===== src/tbcp_pkg.sv =====
// Behaviour
// - emulation 00: halt right after next count
// - emulation 01, up mode: halt at period
// - emulation 01, down/updown: halt at zero
// - emulation 1x: ignore debug halt, free run
// - phase direction used only in up-down mode
// - after phase load in up-down mode, direction follows phase_direction
// - coarse prescale divides by two to field power
// - coarse prescale resets to 000
// - tick period is highspeed times coarse divisor
// - highspeed prescale at bits 9:7, reset 001
// - highspeed 000 is /1, else twice field
// - software sync write pulses once, reads zero
// - period_load_direct selects shadowed or direct period
// - phase_load_enable gates sync-driven phase loads
package tbcp_pkg;
  localparam logic [11:0] TBCP_ADDR_CONTROL = 12'h000;
  localparam logic [11:0] TBCP_ADDR_PERIOD  = 12'h004;
  localparam logic [11:0] TBCP_ADDR_PHASE   = 12'h008;
  localparam logic [11:0] TBCP_ADDR_COUNTER = 12'h00c;
  localparam logic [11:0] TBCP_ADDR_STATUS  = 12'h010;
  localparam logic [11:0] TBCP_ADDR_DEBUG   = 12'h014;

  localparam int TBCP_EMU_HI      = 15;
  localparam int TBCP_EMU_LO      = 14;
  localparam int TBCP_PHASE_DIRECTION_BIT  = 13;
  localparam int TBCP_COARSE_HI   = 12;
  localparam int TBCP_COARSE_LO   = 10;
  localparam int TBCP_HS_HI       = 9;
  localparam int TBCP_HS_LO       = 7;
  localparam int TBCP_SWSYNC_BIT  = 6;
  localparam int TBCP_SYNCSEL_HI  = 5;
  localparam int TBCP_SYNCSEL_LO  = 4;
  localparam int TBCP_PERIOD_LOAD_DIRECT_BIT   = 3;
  localparam int TBCP_PHASE_LOAD_ENABLE_BIT   = 2;
  localparam int TBCP_MODE_HI     = 1;
  localparam int TBCP_MODE_LO     = 0;

  localparam logic [15:0] TBCP_CONTROL_RESET = 16'h0083;
  localparam logic [15:0] TBCP_PERIOD_RESET  = 16'h0000;
  localparam logic [15:0] TBCP_PHASE_RESET   = 16'h0000;
  localparam logic [15:0] TBCP_COUNT_ZERO    = 16'h0000;
  localparam logic [10:0] TBCP_DIV_ONE       = 11'h001;

  typedef enum logic [1:0] {
    TBCP_MODE_UP     = 2'b00,
    TBCP_MODE_DOWN   = 2'b01,
    TBCP_MODE_UPDOWN = 2'b10,
    TBCP_MODE_STOP   = 2'b11
  } tbcp_mode_t;

  typedef enum logic [1:0] {
    TBCP_EMU_NEXT  = 2'b00,
    TBCP_EMU_CYCLE = 2'b01,
    TBCP_EMU_FREE0 = 2'b10,
    TBCP_EMU_FREE1 = 2'b11
  } tbcp_emu_t;

  typedef enum logic [1:0] {
    TBCP_RUN     = 2'b00,
    TBCP_STOPPING = 2'b01,
    TBCP_HALTED  = 2'b10
  } tbcp_halt_t;
endpackage : tbcp_pkg


===== src/tbcp_prescaler.sv =====
`timescale 1ns/10ps
module tbcp_prescaler
  import tbcp_pkg::*;
(
  input  wire logic       core_clk,
  input  wire logic       resetn,
  input  wire logic [2:0] coarse_prescale,
  input  wire logic [2:0] highspeed_prescale,
  output logic            time_base_tick
);
  logic [3:0]  hs_cnt_q;
  logic [3:0]  hs_cnt_d;
  logic [7:0]  cs_cnt_q;
  logic [7:0]  cs_cnt_d;
  logic [3:0]  hs_div;
  logic [7:0]  cs_div;
  logic        hs_wrap;
  logic        tick_d;
  logic        tick_q;

  always_comb begin
    // high-speed stage: 000 is /1, else twice the field
    hs_div = (highspeed_prescale == 3'h0) ? 4'h1 : {highspeed_prescale, 1'b0};
    cs_div = 8'h01 << coarse_prescale;
    hs_wrap = (hs_cnt_q >= hs_div - 4'h1);
    hs_cnt_d = hs_wrap ? 4'h0 : hs_cnt_q + 4'h1;
    cs_cnt_d = cs_cnt_q;
    tick_d = 1'b0;
    // coarse stage counts high-speed wraps, so tick period is the product
    if (hs_wrap) begin
      if (cs_cnt_q >= cs_div - 8'h01) begin
        cs_cnt_d = 8'h00;
        tick_d = 1'b1;
      end else begin
        cs_cnt_d = cs_cnt_q + 8'h01;
      end
    end
  end

  always_ff @(posedge core_clk or negedge resetn) begin
    if (!resetn) begin
      hs_cnt_q <= 4'h0;
      cs_cnt_q <= 8'h00;
      tick_q   <= 1'b0;
    end else begin
      hs_cnt_q <= hs_cnt_d;
      cs_cnt_q <= cs_cnt_d;
      tick_q   <= tick_d;
    end
  end

  assign time_base_tick = tick_q;
endmodule : tbcp_prescaler


===== src/tbcp_time_base.sv =====
`timescale 1ns/10ps
module tbcp_time_base
  import tbcp_pkg::*;
(
  input  wire logic        core_clk,
  input  wire logic        resetn,
  input  wire logic        psel,
  input  wire logic        penable,
  input  wire logic        pwrite,
  input  wire logic [11:0] paddr,
  input  wire logic [31:0] pwdata,
  output logic      [31:0] prdata,
  output logic             pready,
  output logic             pslverr,
  input  wire logic        debug_halt,
  input  wire logic        sync_input,
  output logic             sync_event,
  output logic             time_base_tick,
  output logic      [15:0] time_base_counter,
  output logic             counting_up,
  output logic             counter_halted,
  output logic      [1:0]  sync_output_select
);
  logic [15:0] ctrl_q;
  logic [15:0] ctrl_d;
  logic [15:0] prd_act_q;
  logic [15:0] prd_act_d;
  logic [15:0] prd_shd_q;
  logic [15:0] prd_shd_d;
  logic [15:0] phase_q;
  logic [15:0] phase_d;
  logic [15:0] ctr_q;
  logic [15:0] ctr_d;
  logic        up_q;
  logic        up_d;
  logic        swsync_q;
  logic        swsync_d;
  logic [31:0] rdata_q;
  logic [31:0] rdata_d;
  tbcp_halt_t  halt_q;
  tbcp_halt_t  halt_d;
  logic        tick;
  logic        acc;
  logic        wr;
  logic        mapped;
  logic        sync_any;
  logic        step;
  logic        freeze_now;
  logic        at_zero;
  logic        at_period;
  tbcp_mode_t  mode;
  tbcp_emu_t   emu;

  tbcp_prescaler u_prescaler (
    .core_clk           (core_clk),
    .resetn             (resetn),
    .coarse_prescale    (ctrl_q[TBCP_COARSE_HI:TBCP_COARSE_LO]),
    .highspeed_prescale (ctrl_q[TBCP_HS_HI:TBCP_HS_LO]),
    .time_base_tick     (tick)
  );

  function automatic logic addr_is(input logic [11:0] a, input logic [11:0] ref_a);
    addr_is = (a == ref_a);
  endfunction : addr_is

  assign acc       = psel & penable;
  assign wr        = acc & pwrite;
  assign mapped    = addr_is(paddr, TBCP_ADDR_CONTROL) | addr_is(paddr, TBCP_ADDR_PERIOD) |
                     addr_is(paddr, TBCP_ADDR_PHASE) | addr_is(paddr, TBCP_ADDR_COUNTER) |
                     addr_is(paddr, TBCP_ADDR_STATUS) | addr_is(paddr, TBCP_ADDR_DEBUG);
  assign pready    = 1'b1;
  assign pslverr   = acc & ~mapped;
  assign prdata    = rdata_q;
  assign mode      = tbcp_mode_t'(ctrl_q[TBCP_MODE_HI:TBCP_MODE_LO]);
  assign emu       = tbcp_emu_t'(ctrl_q[TBCP_EMU_HI:TBCP_EMU_LO]);
  assign at_zero   = (ctr_q == TBCP_COUNT_ZERO);
  assign at_period = (ctr_q == prd_act_q);
  assign sync_any  = sync_input | swsync_q;
  // whole-cycle stop must hold the counter at its end point, so no step there
  assign freeze_now = (halt_q == TBCP_STOPPING) & debug_halt & (emu == TBCP_EMU_CYCLE) &
                      ((mode == TBCP_MODE_UP) ? at_period : at_zero);
  assign step      = tick & (mode != TBCP_MODE_STOP) & (halt_q != TBCP_HALTED) & ~freeze_now;

  // register writes and read data
  always_comb begin
    ctrl_d    = ctrl_q;
    prd_shd_d = prd_shd_q;
    phase_d   = phase_q;
    swsync_d  = 1'b0;
    rdata_d   = 32'h0000_0000;
    if (wr && addr_is(paddr, TBCP_ADDR_CONTROL)) begin
      ctrl_d = pwdata[15:0];
      ctrl_d[TBCP_SWSYNC_BIT] = 1'b0;
      swsync_d = pwdata[TBCP_SWSYNC_BIT];
    end
    if (wr && addr_is(paddr, TBCP_ADDR_PERIOD)) begin
      prd_shd_d = pwdata[15:0];
    end
    if (wr && addr_is(paddr, TBCP_ADDR_PHASE)) begin
      phase_d = pwdata[15:0];
    end
    if (acc && !pwrite) begin
      if (addr_is(paddr, TBCP_ADDR_CONTROL)) begin
        rdata_d = {16'h0000, ctrl_q};
      end else if (addr_is(paddr, TBCP_ADDR_PERIOD)) begin
        rdata_d = {16'h0000, prd_act_q};
      end else if (addr_is(paddr, TBCP_ADDR_PHASE)) begin
        rdata_d = {16'h0000, phase_q};
      end else if (addr_is(paddr, TBCP_ADDR_COUNTER)) begin
        rdata_d = {16'h0000, ctr_q};
      end else if (addr_is(paddr, TBCP_ADDR_STATUS)) begin
        rdata_d = {29'h0000_0000, halt_q == TBCP_HALTED, up_q, at_zero};
      end else if (addr_is(paddr, TBCP_ADDR_DEBUG)) begin
        rdata_d = {16'h0000, prd_shd_q};
      end
    end
  end

  // counter, direction, period load
  always_comb begin
    ctr_d     = ctr_q;
    up_d      = up_q;
    prd_act_d = prd_act_q;
    if (wr && addr_is(paddr, TBCP_ADDR_PERIOD) && ctrl_q[TBCP_PERIOD_LOAD_DIRECT_BIT]) begin
      prd_act_d = pwdata[15:0];
    end else if (!ctrl_q[TBCP_PERIOD_LOAD_DIRECT_BIT] && at_zero && step) begin
      prd_act_d = prd_shd_q;
    end
    if (sync_any && ctrl_q[TBCP_PHASE_LOAD_ENABLE_BIT]) begin
      ctr_d = phase_q;
      if (mode == TBCP_MODE_UPDOWN) begin
        up_d = ctrl_q[TBCP_PHASE_DIRECTION_BIT];
      end else if (mode == TBCP_MODE_UP) begin
        up_d = 1'b1;
      end else if (mode == TBCP_MODE_DOWN) begin
        up_d = 1'b0;
      end
    end else if (wr && addr_is(paddr, TBCP_ADDR_COUNTER)) begin
      ctr_d = pwdata[15:0];
    end else if (step) begin
      case (mode)
        TBCP_MODE_UP: begin
          up_d  = 1'b1;
          ctr_d = at_period ? TBCP_COUNT_ZERO : ctr_q + 16'h0001;
        end
        TBCP_MODE_DOWN: begin
          up_d  = 1'b0;
          ctr_d = at_zero ? prd_act_q : ctr_q - 16'h0001;
        end
        TBCP_MODE_UPDOWN: begin
          if (up_q && at_period) begin
            up_d  = 1'b0;
            ctr_d = ctr_q - 16'h0001;
          end else if (!up_q && at_zero) begin
            up_d  = 1'b1;
            ctr_d = ctr_q + 16'h0001;
          end else begin
            ctr_d = up_q ? ctr_q + 16'h0001 : ctr_q - 16'h0001;
          end
        end
        default: begin
          ctr_d = ctr_q;
        end
      endcase
    end
  end

  // debug halt control
  always_comb begin
    halt_d = halt_q;
    case (halt_q)
      TBCP_RUN: begin
        if (debug_halt && !emu[1]) begin
          halt_d = TBCP_STOPPING;
        end
      end
      TBCP_STOPPING: begin
        if (!debug_halt || emu[1]) begin
          halt_d = TBCP_RUN;
        end else if (emu == TBCP_EMU_NEXT) begin
          if (step) begin
            halt_d = TBCP_HALTED;
          end
        end else if (mode == TBCP_MODE_UP) begin
          if (at_period) begin
            halt_d = TBCP_HALTED;
          end
        end else if (at_zero) begin
          halt_d = TBCP_HALTED;
        end
      end
      TBCP_HALTED: begin
        if (!debug_halt || emu[1]) begin
          halt_d = TBCP_RUN;
        end
      end
      default: begin
        halt_d = TBCP_RUN;
      end
    endcase
  end

  always_ff @(posedge core_clk or negedge resetn) begin
    if (!resetn) begin
      ctrl_q    <= TBCP_CONTROL_RESET;
      prd_act_q <= TBCP_PERIOD_RESET;
      prd_shd_q <= TBCP_PERIOD_RESET;
      phase_q   <= TBCP_PHASE_RESET;
      ctr_q     <= TBCP_COUNT_ZERO;
      up_q      <= 1'b1;
      swsync_q  <= 1'b0;
      rdata_q   <= 32'h0000_0000;
      halt_q    <= TBCP_RUN;
    end else begin
      ctrl_q    <= ctrl_d;
      prd_act_q <= prd_act_d;
      prd_shd_q <= prd_shd_d;
      phase_q   <= phase_d;
      ctr_q     <= ctr_d;
      up_q      <= up_d;
      swsync_q  <= swsync_d;
      rdata_q   <= rdata_d;
      halt_q    <= halt_d;
    end
  end

  assign sync_event         = sync_any;
  assign time_base_tick     = tick;
  assign time_base_counter  = ctr_q;
  assign counting_up        = up_q;
  assign counter_halted     = (halt_q == TBCP_HALTED);
  assign sync_output_select = ctrl_q[TBCP_SYNCSEL_HI:TBCP_SYNCSEL_LO];
endmodule : tbcp_time_base


===== config.mk =====
export PLATFORM = sky130hd
export DESIGN_NAME = tbcp_time_base
export DESIGN_NICKNAME = d
export VERILOG_FILES = /design/src/tbcp_pkg.sv /design/src/tbcp_prescaler.sv /design/src/tbcp_time_base.sv
export SDC_FILE = /design/constraint.sdc
export NUM_CORES = 1
export LEC_CHECK = 0
export BUFFER_PORTS_ARGS = -buffer_cell sky130_fd_sc_hd__buf_2
export CAP_MARGIN = 0
export CORE_MARGIN = 1.5
export CORE_UTILIZATION = 35
export DETAILED_ROUTE_END_ITERATION = 6
export HOLD_SLACK_MARGIN = 0.03
export PLACE_DENSITY = 0.65
export SLEW_MARGIN = 10
export SYNTH_ARGS = -nofsm -noshare
export SYNTH_HDL_FRONTEND = slang
export SYNTH_SLANG_ARGS = --single-unit
export TNS_END_PERCENT = 5

===== constraint.sdc =====
create_clock -name core_clk -period 6.3 [get_ports core_clk]
set_clock_uncertainty 0.2 [all_clocks]
set_input_delay 0.315 -clock core_clk [delete_from_list [all_inputs] [get_ports core_clk]]
set_output_delay 0.315 -clock core_clk [all_outputs]
set_load 0.1 [all_outputs]

# Yosys cells after proc, flatten, opt, wreduce, memory -nomap -nowiden
# Cells that the tools add are included.
# word_totals
elab_cells	133
register_bits	128
output_inout_bits	56
input_bits	51
# classes
bitwise_logic	17
shifts	1
addsub	6
reduce_logical	32
order_cmp	2
muxes	43
n_eq_ne	20
# ops
operator	count
16-bit 2-to-1 mux	17
16-bit one-hot mux with 3 select lines	1
12-bit by 4-bit == test with 1-bit output, second input constant	2
12-bit by 5-bit == test with 1-bit output, second input constant	2
16-bit by 1-bit adder with 16-bit output, second input constant	1
16-bit == test	1
16-bit logical NOT	1
2-bit 2-to-1 mux	8
16-bit by 1-bit subtractor with 16-bit output, second input constant	1
12-bit by 3-bit == test with 1-bit output, second input constant	1
1-bit logical AND	12
12-bit logical NOT	1
1-bit 2-to-1 mux	12
1-bit bitwise AND	9
8-bit by 1-bit adder with 8-bit output, second input constant	1
8-bit >= comparator	1
4-bit 2-to-1 mux	2
8-bit 2-to-1 mux	1
2-bit != test, second input constant	4
1-bit by 3-bit left shift with 8-bit output, first input constant	1
8-bit by 1-bit subtractor with 8-bit output, second input constant	1
2-bit by 1-bit == test with 1-bit output, second input constant	3
2-bit logical NOT	3
1-bit bitwise OR	6
other kinds (21)	29

# Depth between registers and ports, before layout
# Gate-level depths: netlist of the first run.
# depth
word_depth	10
ltp_mapped	11
depth_no_buf	9

# Cells and area by module
# From an unflattened synthesis of the first run, not the netlist that was laid out.
# unflattened
cells_unflattened	818
area_unflattened_um2	7551.0
# modules_own_cells
module	seq_area_each_um2	area_each_um2	instances	cells_per_inst
tbcp_time_base	2482.4	6568.8	1	723
tbcp_prescaler	325.3	982.2	1	95

# Worst setup path after synthesis of the first run
# Ideal clock, no wire load.
# synth_path
kind	register to register
start	register ctr_q[0] (netlist: time_base_counter[0])
end	register prd_act_q[0]
path_buffers	2
t_required_ns	5.963
arrival_time_ns	3.271
setup_time_ns	0.137
stages_incl_launch_ff	12
synth_period_minus_slack_ns	3.608
setup_slack_ns	2.692
path_cell_list	dfrtp_1 > clkbuf_1 > inv_1 > ha_1 > nor3b_1 > nand3b_1 > nor2_4 > mux2_4 > a2111oi_4 > buf_6 > mux2i_1 > a21oi_1
# synth_via
elab_chain_cells	7
elab_cells_between_ends	9
classes_between	eq/ne (1); mux (1); bitwise (3); reduce/logical (4)
# synth_lines
item	line	source
start, declared	tbcp_time_base.sv:32	logic [15:0] ctr_q;
start signal, assigned	tbcp_time_base.sv:219	ctr_q <= ctr_d;
16-bit == test or 16-bit logical NOT (tied branches)	tbcp_time_base.sv:77, tbcp_time_base.sv:76	
1-bit 2-to-1 mux	tbcp_time_base.sv:81	((mode == TBCP_MODE_UP) ? at_period : at_zero);
1-bit bitwise AND	tbcp_time_base.sv:80	assign freeze_now = (halt_q == TBCP_STOPPING) & debug_halt & (emu == TBCP_EMU_CYCLE) &
1-bit inverter	tbcp_time_base.sv:82	assign step = tick & (mode != TBCP_MODE_STOP) & (halt_q != TBCP_HALTED) & ~freeze_now;
1-bit bitwise AND	tbcp_time_base.sv:82	
1-bit logical AND (*)	tbcp_time_base.sv:126	end else if (!ctrl_q[TBCP_PERIOD_LOAD_DIRECT_BIT] && at_zero && step) begin
2-bit nonzero test (no line) (*)	n/a	
end signal, assigned	tbcp_time_base.sv:216	prd_act_q <= prd_act_d;
end, declared	tbcp_time_base.sv:26	logic [15:0] prd_act_q;
# Mark *: on every way between the ends. The rest lies on a longest branch, timed or not.
# A chain may end at the register's enable or synchronous reset.

# Worst setup path after layout of the first run
# layout_path
start	register ctr_q[0] (netlist: time_base_counter[0])
end	register ctr_q[3] (netlist: time_base_counter[3])
# layout_via
elab_chain_cells	8
elab_cells_between_ends	21
classes_between	add/sub (2); eq/ne (1); mux (10); bitwise (3); reduce/logical (5)
# layout_lines
item	line	source
16-bit by 1-bit subtractor with 16-bit output, or another cell as far along	tbcp_time_base.sv:148, tbcp_time_base.sv:153, tbcp_time_base.sv:158	
16-bit 2-to-1 mux or 1-bit logical AND (tied branches)	tbcp_time_base.sv:158, tbcp_time_base.sv:154	
16-bit 2-to-1 mux	tbcp_time_base.sv:154	end else if (!up_q && at_zero) begin
16-bit 2-to-1 mux	tbcp_time_base.sv:151	if (up_q && at_period) begin
16-bit one-hot mux with 3 select lines	tbcp_time_base.sv:141	case (mode)
16-bit 2-to-1 mux	tbcp_time_base.sv:140	end else if (step) begin
16-bit 2-to-1 mux	tbcp_time_base.sv:138	end else if (wr && addr_is(paddr, TBCP_ADDR_COUNTER)) begin
16-bit 2-to-1 mux	tbcp_time_base.sv:129	if (sync_any && ctrl_q[TBCP_PHASE_LOAD_ENABLE_BIT]) begin
# Parallel ways exist; a longest one is shown, timed or not. The select of a mux whose other input is x is not followed.

==> metrics, run 1 <==
outcome finished, final reports clean; fraction of final layout cells with drive strength greater than 1 0.2017; Synth Instances 766; Die Ht 145.6 um; CTS max path bufs 2; dpl cells 1,060; period utilization 0.5866; via count 6,362; register area share after synthesis 0.3945; critical path type reg2reg; max-slew violations 0; synthesized area 0.007117 mm^2; critical path data required time about 6.4 ns; Avg Vias per Cell between 5 and 6; Synth cell types 70; 1st-pass router iterations 5; max-cap viol count 0; Cell Count, Final, Fillers Out 1,078; gr usage total 0.2050; placed cell area 0.007596 mm^2; Fmax 270.6 MHz; clock slew at reported path FFs 0.08 ns; Worst Setup End Kind flop; cts repair resizes 0; Worst Hold Class in2reg; GRT overflow 0; Antenna Nets Post-Route 0; Placer Congestion around 0.9; WL/cell roughly 20 um; Tightest Pin Transition 0.9412 ns; FP Rows 51; Tot Pwr 2.360 mW; antenna cells 0; Layout Utilization 0.4035; Routed WL 21.61 mm; largest net degree at the start of global routing 67; port bufs 73; Initial Utilization 0.3609; Clock Sinks 112; Die ar. 0.02120 mm^2; #FFs+latches synth 112; Hold Vio Cnt, Final 0; global-route wire length before repair 34.13 mm; first-iteration detailed-routing DRC count 523; setup tns final 0 ns; clk_lat worst skew 0.36 ns; Die Span X 145.6 um; ys async rst share 1.000; CP Max Fanout 11; Slew HR 0.3707; CTS root buffer clkbuf_16; CTS buffer count 9; Ys Warns 0; dpl hpwl 15.34 mm; core area 0.01972 mm^2; RSZ-0062 raised after global routing no; IR Drop Worst-Case VDD around 0.14 mV; vias in the first global route 5,895; min Tclk post-route about 3.7 ns; Final #Nets 879; crit path launch type flop; TritonCTS clock tree built; EDFF count, synth 0; top_reg_cell synth dfrtp_1; initial antenna violation count 0; # DRC 0; area grow syn2layout 11.80%; Final Instance Area 0.007956 mm^2; H-tree levels 3; Leakage roughly 3.5 nW; num ports between 100 and 150; post-synthesis area per instance between 9 and 10 um^2; pwr/cell area roughly 300 mW/mm^2; Setup-failing EPs final 0; Critical Path AT around 3.8 ns
synth_stat cells (9+ instances only):
cell type    n  share of area
or3_1        9         0.0079
clkbuf_1    44          0.023
nor3_1      18          0.013
and3_1      16          0.014
a22oi_1     13          0.014
mux2_2      47          0.074
buf_4       20          0.021
mux2i_1     10          0.014
nand2_1     54          0.028
a221oi_1    12          0.015
o221ai_1    10          0.012
o21ai_0     20          0.014
dfrtp_1    108           0.38
nand3_1     21          0.015
a21oi_1     47          0.033
o211ai_1    14          0.015
o22ai_1     15          0.013
nor2_1      71          0.037
a221o_1     12          0.017
xnor2_1     26          0.032
inv_1       19          0.010
o31ai_1      9         0.0095
ha_1        20          0.035
a31oi_1      9         0.0079
final cells by class:
| class | instances | area (um^2) |
|---|---|---|
| clock buffer | 11 | 252.7 |
| inverter | 19 | 71.32 |
| multi-input combinational | 581 | 3943 |
| tap | 265 | 331.6 |
| fill | 1998 | 11760 |
| sequential | 112 | 2808 |
| timing repair buffer | 85 | 462.9 |
| clock inverter | 5 | 87.58 |
metrics by stage:
step	hold slack, ns	setup WS, ns
3_5_place_dp	0.2861	2.747
6_report	0.06463	2.605
3_3_place_gp	0.2798	2.796
5_1_grt	0.07448	2.431
2_1_floorplan	-0.1806	2.692
4_1_cts	0.05568	2.721
registers in the layout, indices dropped and copies added, names as in the netlist:
register                    flops
u_prescaler.time_base_tick      1
prdata                         16
prd_act_q                      16
u_prescaler.hs_cnt_q            4
prd_shd_q                      16
counting_up                     1
time_base_counter              16
u_prescaler.cs_cnt_q            8
swsync_q                        1
halt_q                          2
ctrl_q                         15
phase_q                        16
report_power, final:
| part | leakage, nW | switching, mW | internal, mW | total [mW] |
|---|---|---|---|---|
| clock | 0.164 | 0.281 | 0.374 | 0.656 |
| sequential | 1.51 | 0.142 | 0.765 | 0.906 |
| combinational | 1.83 | 0.587 | 0.211 | 0.798 |
worst paths after layout:
path	slack [ns]	cells after the start	to	from
worst max-delay path	2.60	9	time_base_counter[3]$_DFFE_PN0P_	time_base_counter[0]$_DFFE_PN0P_
min in group asynchronous	0.38	2	time_base_counter[12]$_DFFE_PN0P_	resetn
worst min register to register	0.30	1	u_prescaler.hs_cnt_q[0]$_DFF_PN0_	u_prescaler.hs_cnt_q[0]$_DFF_PN0_
max in group asynchronous	4.32	3	prdata[3]$_DFF_PN0_	resetn
worst min-delay path	0.06	2	phase_q[11]$_DFFE_PN0P_	pwdata[11]
worst max register to register	2.60	9	time_base_counter[3]$_DFFE_PN0P_	time_base_counter[0]$_DFFE_PN0P_
layout by cell type, fill, tap and decap left out, types with 13 or more instances in the layout:
cell type	Yosys	layout
nor3_1	18	18
nand2_1	54	54
xnor2_1	26	26
nand3_1	21	21
mux2_2	47	47
buf_2	4	72
nor2_1	71	70
and3_1	16	16
inv_1	19	19
o21ai_0	20	20
a21oi_1	47	47
conb_1	2	18
o22ai_1	15	15
o211ai_1	14	14
dfrtp_1	108	108
a22oi_1	13	13
ha_1	20	20
worst max-delay path, stage by stage, from the launching register on:
cell and delay (ns):
dfrtp_1 0.51, inv_1 0.17, ha_1 0.24, nor3b_1 0.60, nand3b_1 0.34, o21ai_0 0.24, o211ai_1 0.29, nor3_2 0.69
a22oi_1 0.19, o31ai_1 0.12
cell families (layout without fill, tap and decap cells):
kind of cell    Yosys count  after routing  synth area share
simple gates            254            254            0.1820
xor+xnor                 34             34           0.04184
flops                   112            112            0.3945
buf+inv                  89            120           0.06030
compound gates          197            197            0.1946
mux                      58             58           0.09054
fa+ha+maj                20             20           0.03516
other cells               2             18          0.001055
routing by layer:
metal  up-vias  wire (um)  GRT usage
met2       313       9765     0.3119
met5         -          0          0
met4         0        421    0.06480
met1      3132       9706     0.2960
li1       2889          -          -
met3        28       1720    0.03417
what timing repair did:
item                                   in CTS  in global routing
setup buffers                               0                  0
endpoints found under the hold margin      62                  0
hold buffers                                2                  0
(Power assumes the default switching activity.)
==> inputs of run 2 (changes only) <==
ABC_AREA = 1   (was default)
clock period = 3.4 ns   (was 6.3 ns; I/O delays follow)
==> metrics, run 2 <==
outcome finished, final reports clean; top_reg_cell synth dfrtp_1; FILL cells 2,339 (+17%); Tightest Pin Transition 1.109 ns (+0.1683 ns); area grow syn2layout 14.69%; ys async rst share 1.000 (unchanged); Worst Setup End Kind flop; # DRC 0 (unchanged); via count 8,334 (+31%); R2R Setup Slk 0.43 ns (-2.18 ns); Final Instance Area 0.009173 mm^2 (+15%); largest net degree at the start of global routing 39 (-42%); Routed WL 26.88 mm (+24%); Ys Warns 0 (unchanged); post-synthesis area per instance 6.693 um^2 (-28%); WL/cell 17.19 um (-14%); port bufs 73 (unchanged); Synth cell types 45 (-36%); commonest cells after routing, fill and taps aside nand2_1, nor2_1, dfrtp_1; first-iteration detailed-routing DRC count 792 (+51%); initial antenna violation count 0 (unchanged); Die Ht 154.2 um (+5.9%); CP Max Fanout 25 (+14); CTS max path bufs 2 (unchanged); Avg Vias per Cell 5.329 (-9.7%); CTS buffer count 9 (unchanged); critical path type reg2reg; core area 0.02250 mm^2 (+14%); global-route wire length before repair 42.01 mm (+23%); Worst Hold Class in2reg; Setup-failing EPs final 0 (unchanged); min Tclk post-route 2.971 ns (-0.7239 ns); commonest non-fill, non-tap cell in the layout nand2_1; placed cell area 0.008647 mm^2 (+14%); Synth top cells by count nand2_1, nor2_1, dfrtp_1; EDFF count, synth 0 (unchanged); critical path data required time 3.49 ns (-2.88 ns); fraction of final layout cells with drive strength greater than 1 0.1329 (-0.06881); register area 0.002808 mm^2 (unchanged); Initial Utilization 0.3554 (-0.005529); Fmax 336.5 MHz (+24%); H-tree levels 3 (unchanged); #FFs+latches synth 112 (unchanged); gr usage total 0.2290 (+0.02404); CTS root buffer clkbuf_16; FP Rows 55 (+7.8%); Slew HR 0.2603 (-0.1103); period utilization 0.8739 (+0.2874); clk_lat worst skew 0.37 ns (about the same); register area share after synthesis 0.3511 (-0.04345); Antenna Nets Post-Route 0 (unchanged); synthesized area 0.007998 mm^2 (+12%); pwr/cell area 593.6 mW/mm^2 (+100%); Die ar. 0.02377 mm^2 (+12%); 1st-pass router iterations 5 (unchanged); RSZ-0062 raised after global routing no; Multi-input gate area 0.004354 mm^2 (+10%); Hold Vio Cnt, Final 0 (unchanged); Placer Congestion 0.9627 (+8.1%); max-slew violations 0 (unchanged); antenna cells 0 (unchanged); Critical Path AT 3.06 ns (-0.70 ns); Clock Sinks 112 (unchanged); worst slack, placed 0.4642 ns (-2.283 ns); Setup Buffers After CTS 0 (unchanged); dominant cell by count in the synthesized netlist nand2_1; Die Span X 154.2 um (+5.9%); setup tns final 0 ns (unchanged); GRT overflow 0 (unchanged); dpl hpwl 20.12 mm (+31%); vias in the first global route 7,485 (+27%); Leakage 4.729 nW (+35%); clock slew at reported path FFs 0.08 ns (about the same); IR Drop Worst-Case VDD 0.3866 mV (+170%); crit path launch type flop; Synth area leaders dfrtp_1, nand2_1, o21ai_0; TritonCTS clock tree built; Synth area leader dfrtp_1; Yosys top cell area share 0.3379 (-0.04182); num ports 107 (unchanged); max-cap viol count 0 (unchanged); Synth Instances 1,195 (+56%); Final #Nets 1,345 (+53%); setup ws final 0.4286 ns (-2.176 ns)
==> run 2: timing repair <==
action	4_1_cts	5_1_grt
hold buffers	18	0
gates resized for setup	0	0
hold endpoints to repair	87	0
==> run 2: per-stage QoR <==
| stage | util | power [mW] | cells | hold WS [ns] |
|---|---|---|---|---|
| after floorplan | - | 3.519 | 1211 | -0.3256 |
| after global placement | 0.3843 | 4.153 | 1530 | -0.03030 |
| after detailed placement | 0.3843 | 4.172 | 1530 | -0.03048 |
| after CTS | 0.4076 | 5.430 | 1564 | 0.04958 |
| after global routing | 0.4076 | 5.752 | 1564 | 0.06978 |
| final | 0.4076 | 5.445 | 1564 | 0.06104 |
==> run 2: cells by family after synthesis <==
kind of cell / Yosys count / share of synthesized area
AOI/OAI and AO/OA: 209 / 0.1532
adders and majority gates: 20 / 0.03129
and+or+nand+nor: 633 / 0.3318
buffers and inverters: 201 / 0.1120
DFF: 112 / 0.3511
other: 2 / 0.0009390
xor gates and xnor gates: 18 / 0.01971
==> run 2: worst paths after layout <==
check | from | end | depth (start not counted)
max | time_base_counter[11]$_DFFE_PN0P_ | prd_act_q[14]$_DFFE_PN0P_ | 8
min | pwrite | prdata[15]$_DFF_PN0_ | 4
max reg2reg | time_base_counter[11]$_DFFE_PN0P_ | prd_act_q[14]$_DFFE_PN0P_ | 8
min reg2reg | u_prescaler.hs_cnt_q[0]$_DFF_PN0_ | u_prescaler.hs_cnt_q[0]$_DFF_PN0_ | 1
max in group asynchronous | resetn | counting_up$_DFFE_PN1P_ | 3
min in group asynchronous | resetn | prd_act_q[15]$_DFFE_PN0P_ | 2
==> run 2: area by class of cell <==
cell class	instances	share of cell area
Clock inverter	6	0.01269
Tap cell	285	0.03888
Inverter	126	0.05211
Sequential cell	112	0.3061
Timing Repair Buffer	127	0.09057
Clock buffer	10	0.02496
Multi-Input combinational cell	898	0.4747
==> run 2: routing by layer <==
metal / GRT usage / wire, um / up-vias
li1: - / - / 4007
met1: 0.3155 / 11920 / 3865
met2: 0.3609 / 12040 / 406
met5: 0 / 0 / -
met4: 0.1063 / 1030 / 0
met3: 0.02480 / 1898 / 56
==> run 2: worst max-delay path: stages (launching register included) <==
cell and delay [ns]:
dfrtp_1 0.60, nor2_2 0.29, nand2_1 0.10, nor2_2 0.13, nand2_1 0.14, buf_4 0.23
o31ai_4 0.93, nand2_1 0.14, o21ai_1 0.12
==> run 2: where the power goes <==
group | total, mW | internal, mW | switching [mW] | leakage, nW
Clock | 1.23 | 0.726 | 0.508 | 0.161
Combinational | 2.47 | 0.681 | 1.79 | 3.10
Sequential | 1.74 | 1.49 | 0.244 | 1.47
==> inputs of run 3 (changes only) <==
--- a/config.mk
+++ b/config.mk
@@ -14,4 +14,5 @@
 export HOLD_SLACK_MARGIN = 0.03
 export PLACE_DENSITY = 0.65
+export SETUP_SLACK_MARGIN = 0.02
 export SLEW_MARGIN = 10
 export SYNTH_ARGS = -nofsm -noshare
==> constraint.sdc (replaced) <==
create_clock -name core_clk -period 3.1 [get_ports core_clk]
set_clock_uncertainty 0.2 [all_clocks]
set_input_delay 0.465 -clock core_clk [delete_from_list [all_inputs] [get_ports core_clk]]
set_output_delay 0.465 -clock core_clk [all_outputs]
set_load 0.1 [all_outputs]
==> metrics, run 3 (synthesized netlist as in run 2, its figures left out) <==
Antenna Nets Post-Route 0 (unchanged); Setup-failing EPs final 0 (unchanged); TritonCTS clock tree built; dpl cells 1,545 (+0.98%); Final #Nets 1,344 (-0.074%); dpl hpwl 20.91 mm (+3.9%); FP Rows 55 (unchanged); Critical Path AT 2.97 ns (-0.09 ns); CTS root buffer clkbuf_16; Worst Setup End Kind flop; Routed WL 27.61 mm (+2.7%); Placer Congestion 0.9860 (+2.4%); num ports 107 (unchanged); global-route wire length before repair 42.83 mm (+1.9%); Critical Path, Cell by Cell inv_4 > ha_1 > buf_4 > nand4_1 > nor2_1 > nand4_2 > o31ai_2 > nand2_1 > o21ai_1; Setup Buffers After CTS 0 (unchanged); Die ar. 0.02377 mm^2 (unchanged); Cell Count, Final, Fillers Out 1,563 (-0.064%); clk_lat worst skew 0.36 ns (about the same); GR Util met1 0.3263 (+0.01076); outcome finished, final reports clean; gr usage total 0.2330 (+0.003967); Worst Hold Class in2reg; 1st-pass router iterations 6 (+1); Buf/Inv on CP 2 (+1); pwr/cell area 647.1 mW/mm^2 (+9.0%); Clock Sinks 112 (unchanged); port bufs 73 (unchanged); grt met3 use 0.02903 (+0.004228); CP Max Fanout 8 (-68%); Slew HR 0.3839 (+0.1236); period utilization 0.9302 (+0.05624); commonest non-fill, non-tap cell in the layout nand2_1; Leakage 4.722 nW (-0.15%); clock slew at reported path FFs 0.07 ns (about the same); Fmax 346.8 MHz (+3.0%); max-cap viol count 0 (unchanged); initial antenna violation count 0 (unchanged); GR Util met2 0.3588 (-0.002155); fraction of final layout cells with drive strength greater than 1 0.1455 (+0.01262); core area 0.02250 mm^2 (unchanged); grt peak-use layer met2; Avg Vias per Cell 5.266 (-1.2%); commonest cells after routing, fill and taps aside nand2_1, nor2_1, dfrtp_1; Tightest Pin Transition 0.9219 ns (-0.1876 ns); Initial Utilization 0.3554 (unchanged); H-tree levels 3 (unchanged); FILL cells 2,366 (+1.2%); largest net degree at the start of global routing 46 (+18%); crit path launch type flop; RSZ-0062 raised after global routing no; Slowest cell on crit path o31ai_2; max-slew violations 0 (unchanged); area grow syn2layout 14.05%; slowest cell delay on critical path 0.72 ns (-0.21 ns); GRT overflow 0 (unchanged); setup tns final 0 ns (unchanged); first-iteration detailed-routing DRC count 845 (+6.7%); delay-heaviest family, CP simple AND/OR/NAND/NOR gates; via count 8,231 (-1.2%); # DRC 0 (unchanged); IR Drop Worst-Case VDD 0.3261 mV (-16%); Hold Vio Cnt, Final 0 (unchanged); CTS buffer count 9 (unchanged); critical path data required time 3.18 ns (-0.31 ns); min Tclk post-route 2.884 ns (-0.08784 ns); vias in the first global route 7,547 (+0.83%); antenna cells 0 (unchanged); critical path type reg2reg; Die Span X 154.2 um (unchanged); WL/cell 17.66 um (+2.8%); Die Ht 154.2 um (unchanged); CTS max path bufs 2 (unchanged)
run 3: cell count changes in the layout (fill, tap and decap cells not counted), sizes merged:
cell         before  now
o31ai             3    4
bufinv            3    1
clkbuf           10   12
buf             109  124
dlygate4sd3      18    1
run 3: what timing repair did:
item,4_1_cts,5_1_grt
endpoints found under the setup margin,0,7
hold buffers,1,0
hold endpoints to repair,41,0
resized for setup,0,1
run 3: final timing paths:
check                                                        from                                 to  slack [ns]  cells after the start
worst max register to register   time_base_counter[0]$_DFFE_PN0P_           prd_act_q[0]$_DFFE_PN0P_        0.22                      9
min in group asynchronous                                  resetn             phase_q[4]$_DFFE_PN0P_        0.44                      2
worst max-delay path             time_base_counter[0]$_DFFE_PN0P_           prd_act_q[0]$_DFFE_PN0P_        0.22                      9
max in group asynchronous                                  resetn            counting_up$_DFFE_PN1P_        1.48                      3
worst min register to register  u_prescaler.hs_cnt_q[0]$_DFF_PN0_  u_prescaler.hs_cnt_q[0]$_DFF_PN0_        0.29                      1
worst min-delay path                                    pwdata[0]           prd_shd_q[0]$_DFFE_PN0P_        0.15                      3
run 3: through the flow:
| stage | power [mW] | setup slack, ns | hold WS [ns] | cell area [um^2] | util |
|---|---|---|---|---|---|
| floorplan | 3.860 | 0.1262 | -0.03059 | 8060 | - |
| global placement | 4.614 | 0.2459 | 0.2750 | 8790 | 0.3906 |
| detailed placement | 4.643 | 0.1856 | 0.2813 | 8790 | 0.3906 |
| CTS | 5.848 | 0.1493 | 0.1518 | 9100 | 0.4044 |
| global route | 6.263 | 0.08525 | 0.1543 | 9121 | 0.4053 |
| finish | 5.902 | 0.2164 | 0.1529 | 9121 | 0.4053 |
run 3: power by group:
group,total (mW),internal [mW],switching [mW]
clock network,1.20,0.653,0.546
registers,1.90,1.64,0.260
logic,2.80,0.775,2.03
run 3: final cells by class:
class	instances	area (um^2)	area share
clock buffer	12	246.5	0.02702
clock inverter	4	53.80	0.005898
inverter	126	478.0	0.05240
multi-input combinational	899	4378	0.4800
sequential	112	2808	0.3078
tap	285	356.6	0.03909
timing repair buffer	125	800.8	0.08779
run 3: worst register-to-register path, delay by kind of cell, from the launching register on:
kind / cells / cell delay [ns]
adder cells (fa/ha/maj): 1 / 0.25
buffers and inverters: 2 / 0.26
flip-flops: 1 / 0.41
AND/OR/NAND/NOR: 4 / 0.86
AO/OA/AOI/OAI: 2 / 0.83
run 3: metal layers:
metal | wire [um] | vias up | part of all wire
li1 | - | 4005 | -
met1 | 12530 | 3818 | 0.45
met2 | 12160 | 351 | 0.44
met3 | 1861 | 57 | 0.067
met4 | 1054 | 0 | 0.038
met5 | 0 | - | 0
